File: src/shared/spm_pkg.sv
`default_nettype none
package spm_pkg;
	// register offsets on the plain register port
	localparam logic [7:0] SPM_ADDR_CTRL = 8'h00;
	localparam logic [7:0] SPM_ADDR_MAXFRAME = 8'h04;
	localparam logic [7:0] SPM_ADDR_STATUS = 8'h08;
	localparam logic [7:0] SPM_ADDR_DROPS = 8'h0C;

	// control register fields
	localparam int SPM_CTRL_SPEED_LSB = 0;
	localparam int SPM_CTRL_ADV_FDX = 4;
	localparam int SPM_CTRL_ADV_HDX = 5;
	localparam int SPM_CTRL_ADV_10 = 6;
	localparam int SPM_CTRL_ADV_100 = 7;
	localparam int SPM_CTRL_ADV_1G = 8;
	localparam int SPM_CTRL_FC_EN = 9;
	localparam int SPM_CTRL_PFC_EN = 10;
	localparam int SPM_CTRL_EXC_RESTART = 11;
	localparam int SPM_CTRL_LEN_CHECK = 12;
	localparam int SPM_CTRL_FIBER_PREF = 13;
	localparam int SPM_CTRL_PFC_PRIO_LSB = 16;
	localparam logic [31:0] SPM_CTRL_RESET = 32'h0000_01F1;
	localparam logic [31:0] SPM_CTRL_WMASK = 32'h00FF_3FFF;

	// status register fields
	localparam int SPM_STAT_LINK_UP = 0;
	localparam int SPM_STAT_RATE_LSB = 1;
	localparam int SPM_STAT_FDX = 3;
	localparam int SPM_STAT_FIBER = 4;
	localparam int SPM_STAT_RX_PAUSE = 5;
	localparam int SPM_STAT_TX_PAUSE = 6;
	localparam int SPM_STAT_PFC = 7;
	localparam int SPM_STAT_SFP_UNKNOWN = 8;
	localparam int SPM_STAT_NEGOTIATING = 9;

	// configured link speed codes
	localparam logic [3:0] SPM_SPD_DISABLED = 4'h0;
	localparam logic [3:0] SPM_SPD_AUTO = 4'h1;
	localparam logic [3:0] SPM_SPD_10_HALF = 4'h2;
	localparam logic [3:0] SPM_SPD_10_FULL = 4'h3;
	localparam logic [3:0] SPM_SPD_100_HALF = 4'h4;
	localparam logic [3:0] SPM_SPD_100_FULL = 4'h5;
	localparam logic [3:0] SPM_SPD_1G_FULL = 4'h6;
	localparam logic [3:0] SPM_SPD_2G5_FULL = 4'h7;
	localparam logic [3:0] SPM_SPD_MODULE_AUTO = 4'h8;
	localparam logic [3:0] SPM_SPD_100FX = 4'h9;
	localparam logic [3:0] SPM_SPD_1000X = 4'hA;

	// operating rate codes
	localparam logic [1:0] SPM_RATE_10 = 2'h0;
	localparam logic [1:0] SPM_RATE_100 = 2'h1;
	localparam logic [1:0] SPM_RATE_1G = 2'h2;
	localparam logic [1:0] SPM_RATE_2G5 = 2'h3;

	// module rom nominal rate byte, units of 100 MBd
	localparam logic [7:0] SPM_ROM_RATE_1G_MIN = 8'h0A;

	// frame size limits and layout
	localparam logic [13:0] SPM_MAXFRAME_MIN = 14'h05EE;
	localparam logic [13:0] SPM_MAXFRAME_MAX = 14'h2800;
	localparam logic [31:0] SPM_MAXFRAME_RESET = 32'h0000_05EE;
	localparam logic [15:0] SPM_LEN_FIELD_MAX = 16'h05FF;
	localparam logic [14:0] SPM_LEN_CHECK_LIMIT = 15'h0600;
	localparam logic [14:0] SPM_HEADER_BYTES = 15'h000E;
	localparam logic [14:0] SPM_FCS_BYTES = 15'h0004;
	localparam logic [14:0] SPM_MIN_PAYLOAD = 15'h002E;
	localparam logic [13:0] SPM_LEN_HI_POS = 14'h000C;
	localparam logic [13:0] SPM_LEN_LO_POS = 14'h000D;

	// excessive collision limit
	localparam logic [4:0] SPM_COLLISION_LIMIT = 5'h10;

	typedef enum logic [1:0] {
		LINK_DOWN,
		LINK_NEGOTIATE,
		LINK_UP
	} spm_link_e;
endpackage
`default_nettype wire

File: src/hdl/spm_port_control.sv
// Implementation choices: strobed register access and the address map.
`timescale 1ns/1ps
`default_nettype none
// Summary of operation
// - disabled speed stops all port operation
// - auto mode negotiates highest common speed
// - forced copper rates, 1G, serdes 2.5G
// - module speed from rom, copper auto
// - forced fibre rates disable copper side
// - dual media at 100-FX prefers fibre
// - dual media at 1000-X selectable preference
// - advertise selected duplex, all by default
// - advertise selected speeds, all by default
// - pause from config or negotiation result
// - report rx obey and tx send pause
// - 100FX reports flow control disabled
// - priority pause per priority, excludes pause
// - maximum frame size 1518 to 10240
// - discard frame after 16 collisions
// - restart backoff after 16 collisions
// - length field up to 1535, else type
// - check drops mismatched short frames
// - no mismatch drops unchecked, never counted
// - report link state and speed
module spm_port_control
	import spm_pkg::*;
(
	input wire logic core_clk,
	input wire logic arst_n,
	input wire logic [7:0] regAddr,
	input wire logic [31:0] regWrData,
	input wire logic regWr,
	input wire logic regRd,
	output logic [31:0] regRdData,
	input wire logic copperLinkPin,
	input wire logic fiberLinkPin,
	input wire logic anCompletePin,
	input wire logic [6:0] partnerAbilityPin,
	input wire logic [7:0] moduleRateCodePin,
	output logic portEnable,
	output logic copperEnable,
	output logic copperAnEnable,
	output logic [1:0] copperForceRate,
	output logic copperForceFdx,
	output logic fiberEnable,
	output logic [1:0] fiberRate,
	output logic fiberSelected,
	output logic [4:0] advAbility,
	output logic advPause,
	output logic linkUp,
	output logic [1:0] linkRate,
	output logic linkFdx,
	output logic rxPauseObey,
	output logic txPauseSend,
	output logic pfcEnable,
	output logic [7:0] pfcPrioMask,
	input wire logic txFrameStart,
	input wire logic txCollision,
	output logic txDiscard,
	output logic txBackoffRestart,
	input wire logic rxValid,
	input wire logic rxSof,
	input wire logic rxEof,
	input wire logic [7:0] rxData,
	output logic rxVerdictValid,
	output logic rxDrop,
	output logic rxTypeField
);
	// resolved rate and duplex of the best common ability, {valid, rate, fdx}
	function automatic logic [3:0] bestCommon(input logic [4:0] common);
		if (common[4]) begin
			bestCommon = {1'b1, SPM_RATE_1G, 1'b1};
		end else if (common[3]) begin
			bestCommon = {1'b1, SPM_RATE_100, 1'b1};
		end else if (common[2]) begin
			bestCommon = {1'b1, SPM_RATE_100, 1'b0};
		end else if (common[1]) begin
			bestCommon = {1'b1, SPM_RATE_10, 1'b1};
		end else begin
			bestCommon = {common[0], SPM_RATE_10, 1'b0};
		end
	endfunction

	// two-stage pin synchronisers
	logic [17:0] pinMeta_reg;
	logic [17:0] pinSync_reg;
	always_ff @(posedge core_clk or negedge arst_n) begin
		if (!arst_n) begin
			pinMeta_reg <= 18'h0_0000;
			pinSync_reg <= 18'h0_0000;
		end else begin
			pinMeta_reg <= {copperLinkPin, fiberLinkPin, anCompletePin,
				partnerAbilityPin, moduleRateCodePin};
			pinSync_reg <= pinMeta_reg;
		end
	end
	wire copperUp = pinSync_reg[17];
	wire fiberUp = pinSync_reg[16];
	wire anComplete = pinSync_reg[15];
	wire [6:0] partnerAbility = pinSync_reg[14:8];
	wire [7:0] moduleRateCode = pinSync_reg[7:0];

	logic [31:0] ctrl_reg;
	logic [13:0] maxFrame_reg;
	logic [31:0] drops_reg;
	wire [3:0] speedMode = ctrl_reg[SPM_CTRL_SPEED_LSB +: 4];
	wire fcEnable = ctrl_reg[SPM_CTRL_FC_EN];

	// register port decode
	wire wrCtrl = regWr && (regAddr == SPM_ADDR_CTRL);
	wire wrMaxFrame = regWr && (regAddr == SPM_ADDR_MAXFRAME);
	wire wrDrops = regWr && (regAddr == SPM_ADDR_DROPS);
	// priority pause refused while pause is on
	wire [31:0] ctrlMasked = regWrData & SPM_CTRL_WMASK;
	wire [31:0] ctrlWrite = regWrData[SPM_CTRL_FC_EN] ?
		(ctrlMasked & ~(32'h0000_0001 << SPM_CTRL_PFC_EN)) : ctrlMasked;
	// maximum frame size kept inside its range
	wire [13:0] maxFrameWrite = (regWrData[31:14] != 18'h0_0000 ||
		regWrData[13:0] > SPM_MAXFRAME_MAX) ? SPM_MAXFRAME_MAX :
		(regWrData[13:0] < SPM_MAXFRAME_MIN) ? SPM_MAXFRAME_MIN : regWrData[13:0];

	// mode decode
	wire modeAuto = speedMode == SPM_SPD_AUTO;
	wire modeModuleAuto = speedMode == SPM_SPD_MODULE_AUTO;
	wire modeForcedCopper = (speedMode >= SPM_SPD_10_HALF) && (speedMode <= SPM_SPD_1G_FULL);
	wire mode2G5 = speedMode == SPM_SPD_2G5_FULL;
	wire mode100Fx = speedMode == SPM_SPD_100FX;
	wire mode1000X = speedMode == SPM_SPD_1000X;
	// disabled and unknown codes stop the port
	wire portOn = modeAuto || modeModuleAuto || modeForcedCopper || mode2G5 ||
		mode100Fx || mode1000X;

	// module speed from rom rate byte; zero means not detectable
	wire moduleKnown = moduleRateCode != 8'h00;
	wire [1:0] moduleRate = (moduleRateCode >= SPM_ROM_RATE_1G_MIN) ? SPM_RATE_1G : SPM_RATE_100;
	wire [1:0] fiberRateNext = mode2G5 ? SPM_RATE_2G5 : mode100Fx ? SPM_RATE_100 :
		mode1000X ? SPM_RATE_1G : moduleRate;
	// forced fibre rates leave copper off
	wire copperAllowed = modeAuto || modeForcedCopper || modeModuleAuto;
	wire fiberAllowed = mode2G5 || mode100Fx || mode1000X || (modeModuleAuto && moduleKnown);
	// fibre preferred at 100-FX; selectable at 1000-X
	wire fiberPreferred = !copperAllowed || (fiberRateNext == SPM_RATE_100) ||
		ctrl_reg[SPM_CTRL_FIBER_PREF];
	wire useFiber = fiberAllowed && (fiberUp ? (fiberPreferred || !copperUp) : !copperAllowed);
	wire mediaUp = useFiber ? fiberUp : copperUp;
	// copper in auto or module auto negotiates
	wire useAn = !useFiber && (modeAuto || modeModuleAuto);

	// duplex and speed advertisement, 1G is full duplex only
	wire advFdx = ctrl_reg[SPM_CTRL_ADV_FDX];
	wire advHdx = ctrl_reg[SPM_CTRL_ADV_HDX];
	wire [4:0] advNext = {ctrl_reg[SPM_CTRL_ADV_1G] && advFdx,
		ctrl_reg[SPM_CTRL_ADV_100] && advFdx, ctrl_reg[SPM_CTRL_ADV_100] && advHdx,
		ctrl_reg[SPM_CTRL_ADV_10] && advFdx, ctrl_reg[SPM_CTRL_ADV_10] && advHdx};
	wire [3:0] resolved = bestCommon(advNext & partnerAbility[4:0]);

	// forced rate and duplex of the copper side
	wire [1:0] forceRateNext = (speedMode >= SPM_SPD_1G_FULL) ? SPM_RATE_1G :
		(speedMode >= SPM_SPD_100_HALF) ? SPM_RATE_100 : SPM_RATE_10;
	wire forceFdxNext = (speedMode == SPM_SPD_10_FULL) || (speedMode == SPM_SPD_100_FULL) ||
		(speedMode == SPM_SPD_1G_FULL);

	spm_link_e linkState_reg;
	spm_link_e linkState_next;
	logic [1:0] anRate_reg;
	logic anFdx_reg;
	logic anRxPause_reg;
	logic anTxPause_reg;

	always_comb begin
		linkState_next = linkState_reg;
		case (linkState_reg)
			LINK_DOWN: begin
				if (portOn && mediaUp) begin
					linkState_next = useAn ? LINK_NEGOTIATE : LINK_UP;
				end
			end
			LINK_NEGOTIATE: begin
				if (!portOn || !mediaUp || !useAn) begin
					linkState_next = LINK_DOWN;
				end else if (anComplete && resolved[3]) begin
					linkState_next = LINK_UP;
				end
			end
			LINK_UP: begin
				if (!portOn || !mediaUp) begin
					linkState_next = LINK_DOWN;
				end
			end
			default: begin
				linkState_next = LINK_DOWN;
			end
		endcase
	end

	// pause per last negotiation, obey on partner bit 5 or 6, send on bit 5 only
	wire anRxPauseNext = fcEnable && (partnerAbility[5] || partnerAbility[6]);
	wire anTxPauseNext = fcEnable && partnerAbility[5];
	wire takeResult = (linkState_reg == LINK_NEGOTIATE) && (linkState_next == LINK_UP);

	always_ff @(posedge core_clk or negedge arst_n) begin
		if (!arst_n) begin
			linkState_reg <= LINK_DOWN;
			anRate_reg <= SPM_RATE_10;
			anFdx_reg <= 1'b0;
			anRxPause_reg <= 1'b0;
			anTxPause_reg <= 1'b0;
		end else begin
			linkState_reg <= linkState_next;
			if (takeResult) begin
				anRate_reg <= resolved[2:1];
				anFdx_reg <= resolved[0];
				anRxPause_reg <= anRxPauseNext;
				anTxPause_reg <= anTxPauseNext;
			end
		end
	end

	// result taken on this edge reaches the outputs together with linkUp
	wire [1:0] anRateNow = takeResult ? resolved[2:1] : anRate_reg;
	wire anFdxNow = takeResult ? resolved[0] : anFdx_reg;
	wire anRxNow = takeResult ? anRxPauseNext : anRxPause_reg;
	wire anTxNow = takeResult ? anTxPauseNext : anTxPause_reg;
	wire linkUpNext = linkState_next == LINK_UP;
	wire [1:0] linkRateNext = useFiber ? fiberRateNext : useAn ? anRateNow : forceRateNext;
	wire linkFdxNext = useFiber || (useAn ? anFdxNow : forceFdxNext);
	// no negotiation at 100FX, flow control shows disabled
	wire fiber100 = useFiber && (fiberRateNext == SPM_RATE_100);
	// fixed speed uses configured flow control
	wire rxPauseNext = portOn && !fiber100 && (useAn ? anRxNow : fcEnable);
	wire txPauseNext = portOn && !fiber100 && (useAn ? anTxNow : fcEnable);
	// priority pause never negotiated, never with pause
	wire pfcNext = portOn && ctrl_reg[SPM_CTRL_PFC_EN] && !fcEnable;

	// excessive collisions
	logic [4:0] collisions_reg;
	wire [4:0] collisionsInc = collisions_reg + 5'h01;
	wire collisionLimit = txCollision && (collisionsInc == SPM_COLLISION_LIMIT);
	wire restartMode = ctrl_reg[SPM_CTRL_EXC_RESTART];

	always_ff @(posedge core_clk or negedge arst_n) begin
		if (!arst_n) begin
			collisions_reg <= 5'h00;
			txDiscard <= 1'b0;
			txBackoffRestart <= 1'b0;
		end else begin
			if (txFrameStart || collisionLimit) begin
				collisions_reg <= 5'h00;
			end else if (txCollision) begin
				collisions_reg <= collisionsInc;
			end
			txDiscard <= (txFrameStart && !portOn) || (collisionLimit && !restartMode);
			txBackoffRestart <= collisionLimit && restartMode && portOn;
		end
	end

	logic oversizeDrop;
	spm_rx_len_check rxCheck (
		.core_clk(core_clk),
		.arst_n(arst_n),
		.rxValid(rxValid),
		.rxSof(rxSof),
		.rxEof(rxEof),
		.rxData(rxData),
		.portOn(portOn),
		.lenCheckEn(ctrl_reg[SPM_CTRL_LEN_CHECK]),
		.maxFrameSize(maxFrame_reg),
		.verdictValid(rxVerdictValid),
		.frameDrop(rxDrop),
		.oversizeDrop(oversizeDrop),
		.typeField(rxTypeField)
	);

	// registers; a drop in the clearing cycle still counts
	always_ff @(posedge core_clk or negedge arst_n) begin
		if (!arst_n) begin
			ctrl_reg <= SPM_CTRL_RESET;
			maxFrame_reg <= SPM_MAXFRAME_RESET[13:0];
			drops_reg <= 32'h0000_0000;
		end else begin
			if (wrCtrl) begin
				ctrl_reg <= ctrlWrite;
			end
			if (wrMaxFrame) begin
				maxFrame_reg <= maxFrameWrite;
			end
			if (wrDrops) begin
				drops_reg <= {31'h0000_0000, oversizeDrop};
			end else if (oversizeDrop && drops_reg != 32'hFFFF_FFFF) begin
				drops_reg <= drops_reg + 32'h0000_0001;
			end
		end
	end

	logic [31:0] status;
	always_comb begin
		status = 32'h0000_0000;
		status[SPM_STAT_LINK_UP] = linkUp;
		status[SPM_STAT_RATE_LSB +: 2] = linkRate;
		status[SPM_STAT_FDX] = linkFdx;
		status[SPM_STAT_FIBER] = fiberSelected;
		status[SPM_STAT_RX_PAUSE] = rxPauseObey;
		status[SPM_STAT_TX_PAUSE] = txPauseSend;
		status[SPM_STAT_PFC] = pfcEnable;
		status[SPM_STAT_SFP_UNKNOWN] = modeModuleAuto && !moduleKnown;
		status[SPM_STAT_NEGOTIATING] = linkState_reg == LINK_NEGOTIATE;
	end

	wire [31:0] readMux = (regAddr == SPM_ADDR_CTRL) ? ctrl_reg :
		(regAddr == SPM_ADDR_MAXFRAME) ? {18'h0_0000, maxFrame_reg} :
		(regAddr == SPM_ADDR_STATUS) ? status :
		(regAddr == SPM_ADDR_DROPS) ? drops_reg : 32'h0000_0000;

	// port-facing outputs, all registered
	always_ff @(posedge core_clk or negedge arst_n) begin
		if (!arst_n) begin
			regRdData <= 32'h0000_0000;
			portEnable <= 1'b0;
			copperEnable <= 1'b0;
			copperAnEnable <= 1'b0;
			copperForceRate <= SPM_RATE_10;
			copperForceFdx <= 1'b0;
			fiberEnable <= 1'b0;
			fiberRate <= SPM_RATE_10;
			fiberSelected <= 1'b0;
			advAbility <= 5'h00;
			advPause <= 1'b0;
			linkUp <= 1'b0;
			linkRate <= SPM_RATE_10;
			linkFdx <= 1'b0;
			rxPauseObey <= 1'b0;
			txPauseSend <= 1'b0;
			pfcEnable <= 1'b0;
			pfcPrioMask <= 8'h00;
		end else begin
			regRdData <= regRd ? readMux : 32'h0000_0000;
			portEnable <= portOn;
			copperEnable <= copperAllowed;
			copperAnEnable <= modeAuto || modeModuleAuto;
			copperForceRate <= forceRateNext;
			copperForceFdx <= forceFdxNext;
			fiberEnable <= fiberAllowed;
			fiberRate <= fiberRateNext;
			fiberSelected <= useFiber;
			advAbility <= advNext;
			advPause <= fcEnable;
			linkUp <= linkUpNext;
			linkRate <= linkRateNext;
			linkFdx <= linkFdxNext;
			rxPauseObey <= rxPauseNext;
			txPauseSend <= txPauseNext;
			pfcEnable <= pfcNext;
			pfcPrioMask <= pfcNext ? ctrl_reg[SPM_CTRL_PFC_PRIO_LSB +: 8] : 8'h00;
		end
	end
endmodule
`default_nettype wire

File: src/hdl/spm_rx_len_check.sv
`timescale 1ns/1ps
`default_nettype none
module spm_rx_len_check
	import spm_pkg::*;
(
	input wire logic core_clk,
	input wire logic arst_n,
	input wire logic rxValid,
	input wire logic rxSof,
	input wire logic rxEof,
	input wire logic [7:0] rxData,
	input wire logic portOn,
	input wire logic lenCheckEn,
	input wire logic [13:0] maxFrameSize,
	output logic verdictValid,
	output logic frameDrop,
	output logic oversizeDrop,
	output logic typeField
);
	logic [13:0] byteCount_reg;
	logic [7:0] lenHi_reg;
	logic [7:0] lenLo_reg;

	wire [13:0] bytePos = rxSof ? 14'h0000 : byteCount_reg;
	wire [14:0] frameLen = {1'b0, bytePos} + 15'h0001;
	wire [14:0] overhead = SPM_HEADER_BYTES + SPM_FCS_BYTES;
	wire [14:0] payloadLen = (frameLen > overhead) ? frameLen - overhead : 15'h0000;
	wire [15:0] lenField = {lenHi_reg, lenLo_reg};
	wire isLength = lenField <= SPM_LEN_FIELD_MAX;
	// short frames carry pad bytes, so a small length field is legal at minimum payload
	wire padded = (payloadLen == SPM_MIN_PAYLOAD) && (lenField < {1'b0, SPM_MIN_PAYLOAD});
	wire mismatch = isLength && (payloadLen < SPM_LEN_CHECK_LIMIT) &&
		(lenField != {1'b0, payloadLen}) && !padded;
	wire oversize = frameLen > {1'b0, maxFrameSize};
	wire frameEnd = rxValid && rxEof;

	always_ff @(posedge core_clk or negedge arst_n) begin
		if (!arst_n) begin
			byteCount_reg <= 14'h0000;
			lenHi_reg <= 8'h00;
			lenLo_reg <= 8'h00;
		end else if (rxValid) begin
			byteCount_reg <= (bytePos == 14'h3FFF) ? bytePos : bytePos + 14'h0001;
			if (bytePos == SPM_LEN_HI_POS) begin
				lenHi_reg <= rxData;
			end
			if (bytePos == SPM_LEN_LO_POS) begin
				lenLo_reg <= rxData;
			end
		end
	end

	always_ff @(posedge core_clk or negedge arst_n) begin
		if (!arst_n) begin
			verdictValid <= 1'b0;
			frameDrop <= 1'b0;
			oversizeDrop <= 1'b0;
			typeField <= 1'b0;
		end else begin
			verdictValid <= frameEnd;
			// length mismatch drop only when check on; oversize or port off drop always
			frameDrop <= frameEnd && (!portOn || oversize || (lenCheckEn && mismatch));
			oversizeDrop <= frameEnd && portOn && oversize;
			if (frameEnd) begin
				typeField <= !isLength;
			end
		end
	end
endmodule
`default_nettype wire

File: config.mk
export PLATFORM = sky130hd
export DESIGN_NAME = spm_port_control
export DESIGN_NICKNAME = d
export VERILOG_FILES = /design/src/shared/spm_pkg.sv /design/src/hdl/spm_port_control.sv /design/src/hdl/spm_rx_len_check.sv
export SDC_FILE = /design/constraint.sdc
export NUM_CORES = 1
export LEC_CHECK = 0
export BUFFER_PORTS_ARGS = -buffer_cell sky130_fd_sc_hd__buf_2
export CAP_MARGIN = 20
export CORE_MARGIN = 5
export CORE_UTILIZATION = 40
export DETAILED_ROUTE_END_ITERATION = 8
export PLACE_DENSITY = 0.64
export RECOVER_POWER = 100
export SETUP_SLACK_MARGIN = 0.1
export SYNTH_ARGS = -nofsm -noshare
export SYNTH_HDL_FRONTEND = slang
export SYNTH_SLANG_ARGS = --single-unit
File: constraint.sdc
create_clock -name core_clk -period 5.6 [get_ports core_clk]
set_input_delay 0.56 -clock core_clk [delete_from_list [all_inputs] [get_ports core_clk]]
set_output_delay 0.56 -clock core_clk [all_outputs]
set_load 0.03 [all_outputs]
==> results of run 1 <==
## metal layers
layer  GRT usage, %  up-vias  share of wire (%)
li1               -     3723                  -
met1           26.4     3852                 44
met2           28.8      221                 46
met3           3.72       57                6.2
met4           5.10       12                2.7
met5              0        -               0.21
## power by group through the flow
stage | clock [W] | combinational, W | sequential [W]
2_1_floorplan | 0 | 0.000281 | 0.00170
4_1_cts | 0.00177 | 0.000430 | 0.00169
3_3_place_gp | 0 | 0.000425 | 0.00172
5_1_grt | 0.00184 | 0.000473 | 0.00170
6_report | 0.00172 | 0.000420 | 0.00169
3_5_place_dp | 0 | 0.000428 | 0.00172
## cells in the final DEF (no fill, tap or decap), types with 5 or more instances in the layout
| master | count |
|---|---|
| a22o_1 | 5 |
| nand3b_1 | 5 |
| xnor2_1 | 22 |
| nor4_1 | 19 |
| o21ai_0 | 36 |
| mux2i_1 | 13 |
| clkbuf_1 | 73 |
| and2_0 | 12 |
| mux4_2 | 8 |
| xor2_1 | 29 |
| buf_2 | 71 |
| inv_1 | 39 |
| a21oi_1 | 38 |
| nor2b_1 | 20 |
| a211oi_1 | 8 |
| mux2_2 | 38 |
| clkinv_2 | 8 |
| and4_1 | 6 |
| dfrtp_1 | 201 |
| and3_1 | 31 |
| a22oi_1 | 10 |
| nand4_1 | 18 |
| nand4b_1 | 7 |
| clkbuf_16 | 26 |
| nor2_1 | 94 |
| or3_1 | 10 |
| nand2b_1 | 8 |
| dfstp_2 | 11 |
| nand2_1 | 72 |
| a31oi_1 | 13 |
| nor3_1 | 23 |
| ha_1 | 21 |
| nand3_1 | 34 |
## area by class of cell
type | count | area [sq um]
inverters | 39 | 146
repair buffers | 147 | 651
clock buffers | 29 | 682
well taps | 330 | 413
multi-input cells | 672 | 4540
diodes | 1 | 2.50
fillers | 2439 | 13200
flip-flops and latches | 215 | 5400
clock inverters | 19 | 220
## worst register-to-register path, stage by stage, from the launching register on
cell	delay (ps)
dfrtp_1	490
nand2_1	150
inv_1	200
ha_1	320
nand3_1	290
nor2_1	220
nand3_1	110
xor2_1	170
nor2_1	300
ha_1	320
a21o_1	180
a21oi_1	190
nand3_1	90
o21ai_0	170
nand2_1	90
nor2_1	210
nand3_1	110
nor4_1	290
a31oi_1	130
## through the flow
step | area, sq um | std cells | utilization [%] | setup slack (ps) | total power, W
after floorplan | 10300 | 963 | - | 1900 | 0.00198
after global placement | 11300 | 1402 | 44.8 | 1110 | 0.00214
after detailed placement | 11300 | 1402 | 44.8 | 928 | 0.00214
after CTS | 12200 | 1450 | 48.3 | 1500 | 0.00389
after global routing | 12000 | 1452 | 47.7 | 999 | 0.00401
final | 12000 | 1452 | 47.7 | 1450 | 0.00383
## Yosys cell counts (14+ instances only)
cell and count:
and3_1 31, inv_1 38, dfstp_2 14, ha_1 21
nor2_1 94, xor2_1 29, clkbuf_1 23, and2_1 16
nor3_1 21, a21oi_1 38, nand2_1 72, nor2b_1 19
dfrtp_1 201, o21ai_0 33, nand4_1 17, nand3_1 33
nor4_1 18, xnor2_1 22, mux2_2 41
## cell families (layout without fill, tap and decap cells)
kind of cell / Yosys count / count (layout) / synth area share (%)
AOI/OAI and AO/OA: 152 / 152 / 9.84
xor gates and xnor gates: 54 / 54 / 4.81
adders and majority gates: 21 / 21 / 2.55
buffers and inverters: 76 / 234 / 2.95
DFF: 215 / 215 / 52.4
muxes: 62 / 62 / 7.50
other: 0 / 1 / 0
and+or+nand+nor: 383 / 383 / 19.9
## worst min-delay path by stage
stage                               from               to  slack, ps
global placement         pinMeta_reg[14]  pinSync_reg[14]        330
detailed placement       pinMeta_reg[16]  pinSync_reg[16]        330
global route        partnerAbilityPin[6]  pinMeta_reg[14]         90
finish              partnerAbilityPin[0]   pinMeta_reg[8]        120
floorplan                         arst_n    advAbility[0]        260
CTS                 partnerAbilityPin[0]   pinMeta_reg[8]         80
==> impl_metrics.yaml, run 1 <==
timing:
  fin_skew_ps: 27.0
  finalCritPeriodShare_pct: 74.2
  tns_ps: 0
  finalHoldViolations: 0
  rsz0062_at_grt: "false"
  drv_slew: 140
  finalSetupViolCount: 0
  tightest_slew_ps: 3320
  min_period_ps: 4150
  relSlewSlack_pct: -121
  max_freq_mhz: 241
  whs_ps: 116
synth:
  yosysSeqAreaShare_pct: 52.4
  syn_inst: 963
  synth-seq-cells: 215
  synth_top_area_cell: "dfrtp_1"
  yosysTopAreaCellShare_pct: 48.8
  synth_area_leaders: "dfrtp_1 (49%), mux2_2 (4.5%), dfstp_2 (3.6%)"
  synth.distinct_cells: 84
  synth_edf_count: 0
  synth_ff_type: "dfrtp_1"
  synth_nets: 1059
  synth-async-reset-ratio_pct: 100
  synth.avg_cell_area_sq_um: 10.7
  syn_area_sq_mm: 0.0103
  ys_warn_count: 0
global_route:
  grt_max_degree: 140
  grt_pass1_vias: 7780
  grt_overflow: 0
  grt_pass1_wl_um: 43200
  grt.total_usage_pct: 18.5
  antenna_found_initial: 7
pwr:
  p_per_area_mw_per_mm2: 318
  cell_internal_pwr_w: 0.00280
  sw_frac_of_total_pct: 26.7
  sequentialPowerShare_pct: 44.1
  vdd_drop_max_uv: 232
  p_leak_nw: 5.36
  power_frac_comb_pct: 11.0
  clkPwrFrac_pct: 44.9
  switching_power_w: 0.00102
die:
  dieArea_sq_mm: 0.0291
  ios: 143
  core_sq_mm: 0.0253
  die_w_um: 170
  die_h_um: 170
  num_rows: 58
  initial_core_util_pct: 40.8
place:
  hpwl_um: 19300
  port_buffers: 142
  place.gp.congestion: 0.905
cts:
  clkLatencyLatePin_ps: 550
  cts-hold-fix-buffers: 0
  cts_buffers: 26
  cts_setup_buffers: 0
  post_cts_resize_count: 0
  root_buffer: "clkbuf_16"
  clock_sinks: 215
  clock_path_buffers: 3
  cts_tree: "built"
  h-tree-depth: 1
  path_clk_slew_ps: 60
critical_path:
  path_cells: "buf_2, inv_1, nand2_1, inv_1, ha_1, nand3_1, nor2_1, nand3_1, xor2_1, nor2_1, ha_1, a21o_1, a21oi_1, nand3_1, o21ai_0, nand2_1, nor2_1, nand3_1, nor4_1, a31oi_1"
  critPathKind: "in2reg"
  critPathLaunch: "rxSof"
  cp-start-kind: "input pin"
  worst_setup_path_end_kind: "register"
  arrival_ps: 4550
  slowest_stage: "ha_1"
  path_depth: 20
  reg2reg_to: "rxCheck.frameDrop"
  timing.critical_path.buf_inv: 3
  crit_end: "rxCheck.frameDrop"
  crit_top_cell: "nand3_1"
  worstRegToRegCells: 18
  cp_top_family: "simple AND/OR/NAND/NOR gates"
  required_ps: 6000
  worstPathMaxFanout: 24
  regToRegStartpoint: "rxCheck.byteCount_reg[0]"
  cpPeakStageDelay_ps: 320
  rrSetupSlack_ps: 1460
hold_path:
  hold_depth: 1
  min_path_type: "in2reg"
routing:
  viasPerCell: 5.42
  ant_nets: 0
  drt_iter0_drc: 491
  route.detailed.drc: 0
  wl_per_cell_um: 18.3
  first_pass_iters: 5
  finalWirelength_um: 26500
  vias: 7865
status:
  outcome: "finished, violations left"
  violations: "capacitance limit, slew limit"
cells_and_area:
  layout-drive-gt1-share_pct: 17.7
  fin_nets: 1197
  synthToLayoutAreaGrowth_pct: 17.0
run:
  cap_viol_max_count: 1
No activity file was read; power rests on OpenSTA's default activity.
==> inputs of run 2 (changes only) <==
==> constraint.sdc (replaced) <==
create_clock -name core_clk -period 4 [get_ports core_clk]
set_input_delay 0.4 -clock core_clk [delete_from_list [all_inputs] [get_ports core_clk]]
set_output_delay 0.4 -clock core_clk [all_outputs]
set_load 0.03 [all_outputs]
==> run 2 against run 1 <==
  * The run still ends with capacitance limit, slew limit left
  * Core utilization increased by 1.1 points
  * Global-route usage decreased by 0.21 points
  * Die area unchanged
  * Clock-buffer cell count unchanged
  * Sequential share of layout area decreased by 0.99 points
  * Via count increased by 0.34%
  * Clock skew decreased by 12 ps
  * Largest cell class unchanged
  * Largest power group is now sequential cells
  * Highest routed layer unchanged
==> impl_metrics.yaml, run 2 (same netlist as run 1, synthesis figures left out) <==
status:
  outcome: "finished, violations left"
  violations: "capacitance limit, slew limit"
critical_path:
  required_ps: 4420
  cpPeakStageDelay_ps: 460
  path_cells: "nand2_1, inv_1, ha_2, nand3_4, nor3_1, mux2i_1, inv_1, ha_1, and4_1, nand2_1, nor4_1, a21oi_1, o21ai_0, nand2_1, nor2_1, nand3_1, nor4_1, a31oi_1"
  arrival_ps: 4010
  slowest_stage: "dfrtp_1"
  critPathLaunch: "rxCheck.byteCount_reg[0]"
  worstRegToRegCells: 18
  regToRegStartpoint: "rxCheck.byteCount_reg[0]"
  cp-start-kind: "register"
  rrSetupSlack_ps: 410
  worst_setup_path_end_kind: "register"
  crit_top_cell: "nand2_1"
  crit_end: "rxCheck.frameDrop"
  critPathKind: "reg2reg"
  reg2reg_to: "rxCheck.frameDrop"
  worstPathMaxFanout: 9
timing:
  rsz0062_at_grt: "false"
  finalHoldViolations: 0
  fin_skew_ps: 15.3
  finalCritPeriodShare_pct: 89.8
  max_freq_mhz: 278
  drv_slew: 110
  tns_ps: 0
  whs_ps: 96.1
  min_period_ps: 3590
  relSlewSlack_pct: -62.8
  tightest_slew_ps: 2440
  finalSetupViolCount: 0
die:
  ios: 143
  die_w_um: 170
  initial_core_util_pct: 40.8
  core_sq_mm: 0.0253
  num_rows: 58
  dieArea_sq_mm: 0.0291
  die_h_um: 170
run:
  cap_viol_max_count: 2
global_route:
  grt_max_degree: 102
  grt_pass1_vias: 7813
  antenna_found_initial: 7
  grt.total_usage_pct: 18.3
  grt_overflow: 0
  grt_pass1_wl_um: 42600
cts:
  path_clk_slew_ps: 70
  clkLatencyLatePin_ps: 540
  cts_tree: "built"
  root_buffer: "clkbuf_16"
  h-tree-depth: 1
  cts_buffers: 24
  clock_path_buffers: 3
  clock_sinks: 215
cells_and_area:
  layout-drive-gt1-share_pct: 18.2
  final_cell_mix: "dfrtp_1 (201), nor2_1 (94), clkbuf_1 (76), nand2_1 (72), buf_2 (71)"
  nFillCells: 2412
  layout.cells.most_common: "dfrtp_1"
  synthToLayoutAreaGrowth_pct: 19.6
  fin_nets: 1224
routing:
  drt_iter0_drc: 603
  first_pass_iters: 8
  viasPerCell: 5.33
  route.detailed.drc: 0
  ant_nets: 0
  vias: 7892
  wl_per_cell_um: 17.9
  finalWirelength_um: 26500
pwr:
  p_leak_nw: 5.46
  vdd_drop_max_uv: 317
  p_per_area_mw_per_mm2: 431
place:
  place.gp.congestion: 0.900
  hpwl_um: 19300
  port_buffers: 142
hold_path:
  worstHoldStart: "txFrameStart"
  min_path_type: "in2reg"
[run 2: worst min path at each step]
stage / end / slack [ps] / depth (start not counted)
2_1_floorplan: advAbility[0] / 100 / 0
3_3_place_gp: pinSync_reg[14] / 330 / 0
3_5_place_dp: pinSync_reg[1] / 330 / 0
4_1_cts: collisions_reg[1] / 80 / 2
5_1_grt: ctrl_reg[22] / 100 / 2
6_report: collisions_reg[1] / 100 / 2
[run 2: stage by stage]
step	setup slack (ps)	std cells	area [sq um]	power [W]	util, %
floorplan	456	963	10300	0.00278	-
global placement	394	1412	11400	0.00300	45.1
detailed placement	308	1412	11400	0.00301	45.1
CTS	346	1475	12400	0.00538	49.2
global route	91.2	1480	12300	0.00554	48.8
finish	408	1480	12300	0.00532	48.8
[run 2: cell type report]
type                       count  area [sq um]  share of cell area (%)
antenna                        4          10.0                  0.0812
clock buffer                  29           659                    5.35
clock inverter                15           194                    1.57
inverter                      39           146                    1.19
multi-input combinational    672          4580                    37.2
sequential                   215          5400                    43.8
tap                          330           413                    3.35
timing repair buffer         176           917                    7.44
[run 2: where the power goes]
group | internal, W | total (W) | switching (W)
Combinational | 0.000247 | 0.000624 | 0.000377
Sequential | 0.00226 | 0.00236 | 0.0000985
Clock | 0.00139 | 0.00233 | 0.000945
Total | 0.00390 | 0.00532 | 0.00142
[run 2: metal layers]
metal	vias up	track usage (%)	routed length (um)
li1	3779	-	-
met1	3840	26.1	11900
met3	44	3.55	1740
met2	223	28.9	12400
met5	-	0	28
met4	6	4.51	493
[run 2: what timing repair did]
action,in CTS,in global routing
hold buffers,19,0
resized for setup,0,1
endpoints found under the hold margin,111,0
endpoints found under the setup margin,0,1
setup buffers,0,0
[run 2: worst max-delay path: cells and delay by family (launching register included)]
family	cells	cell delay, ps
simple gates	10	1590
fa+ha+maj	2	580
flops	1	460
mux	1	330
buf+inv	2	260
compound gates	3	260
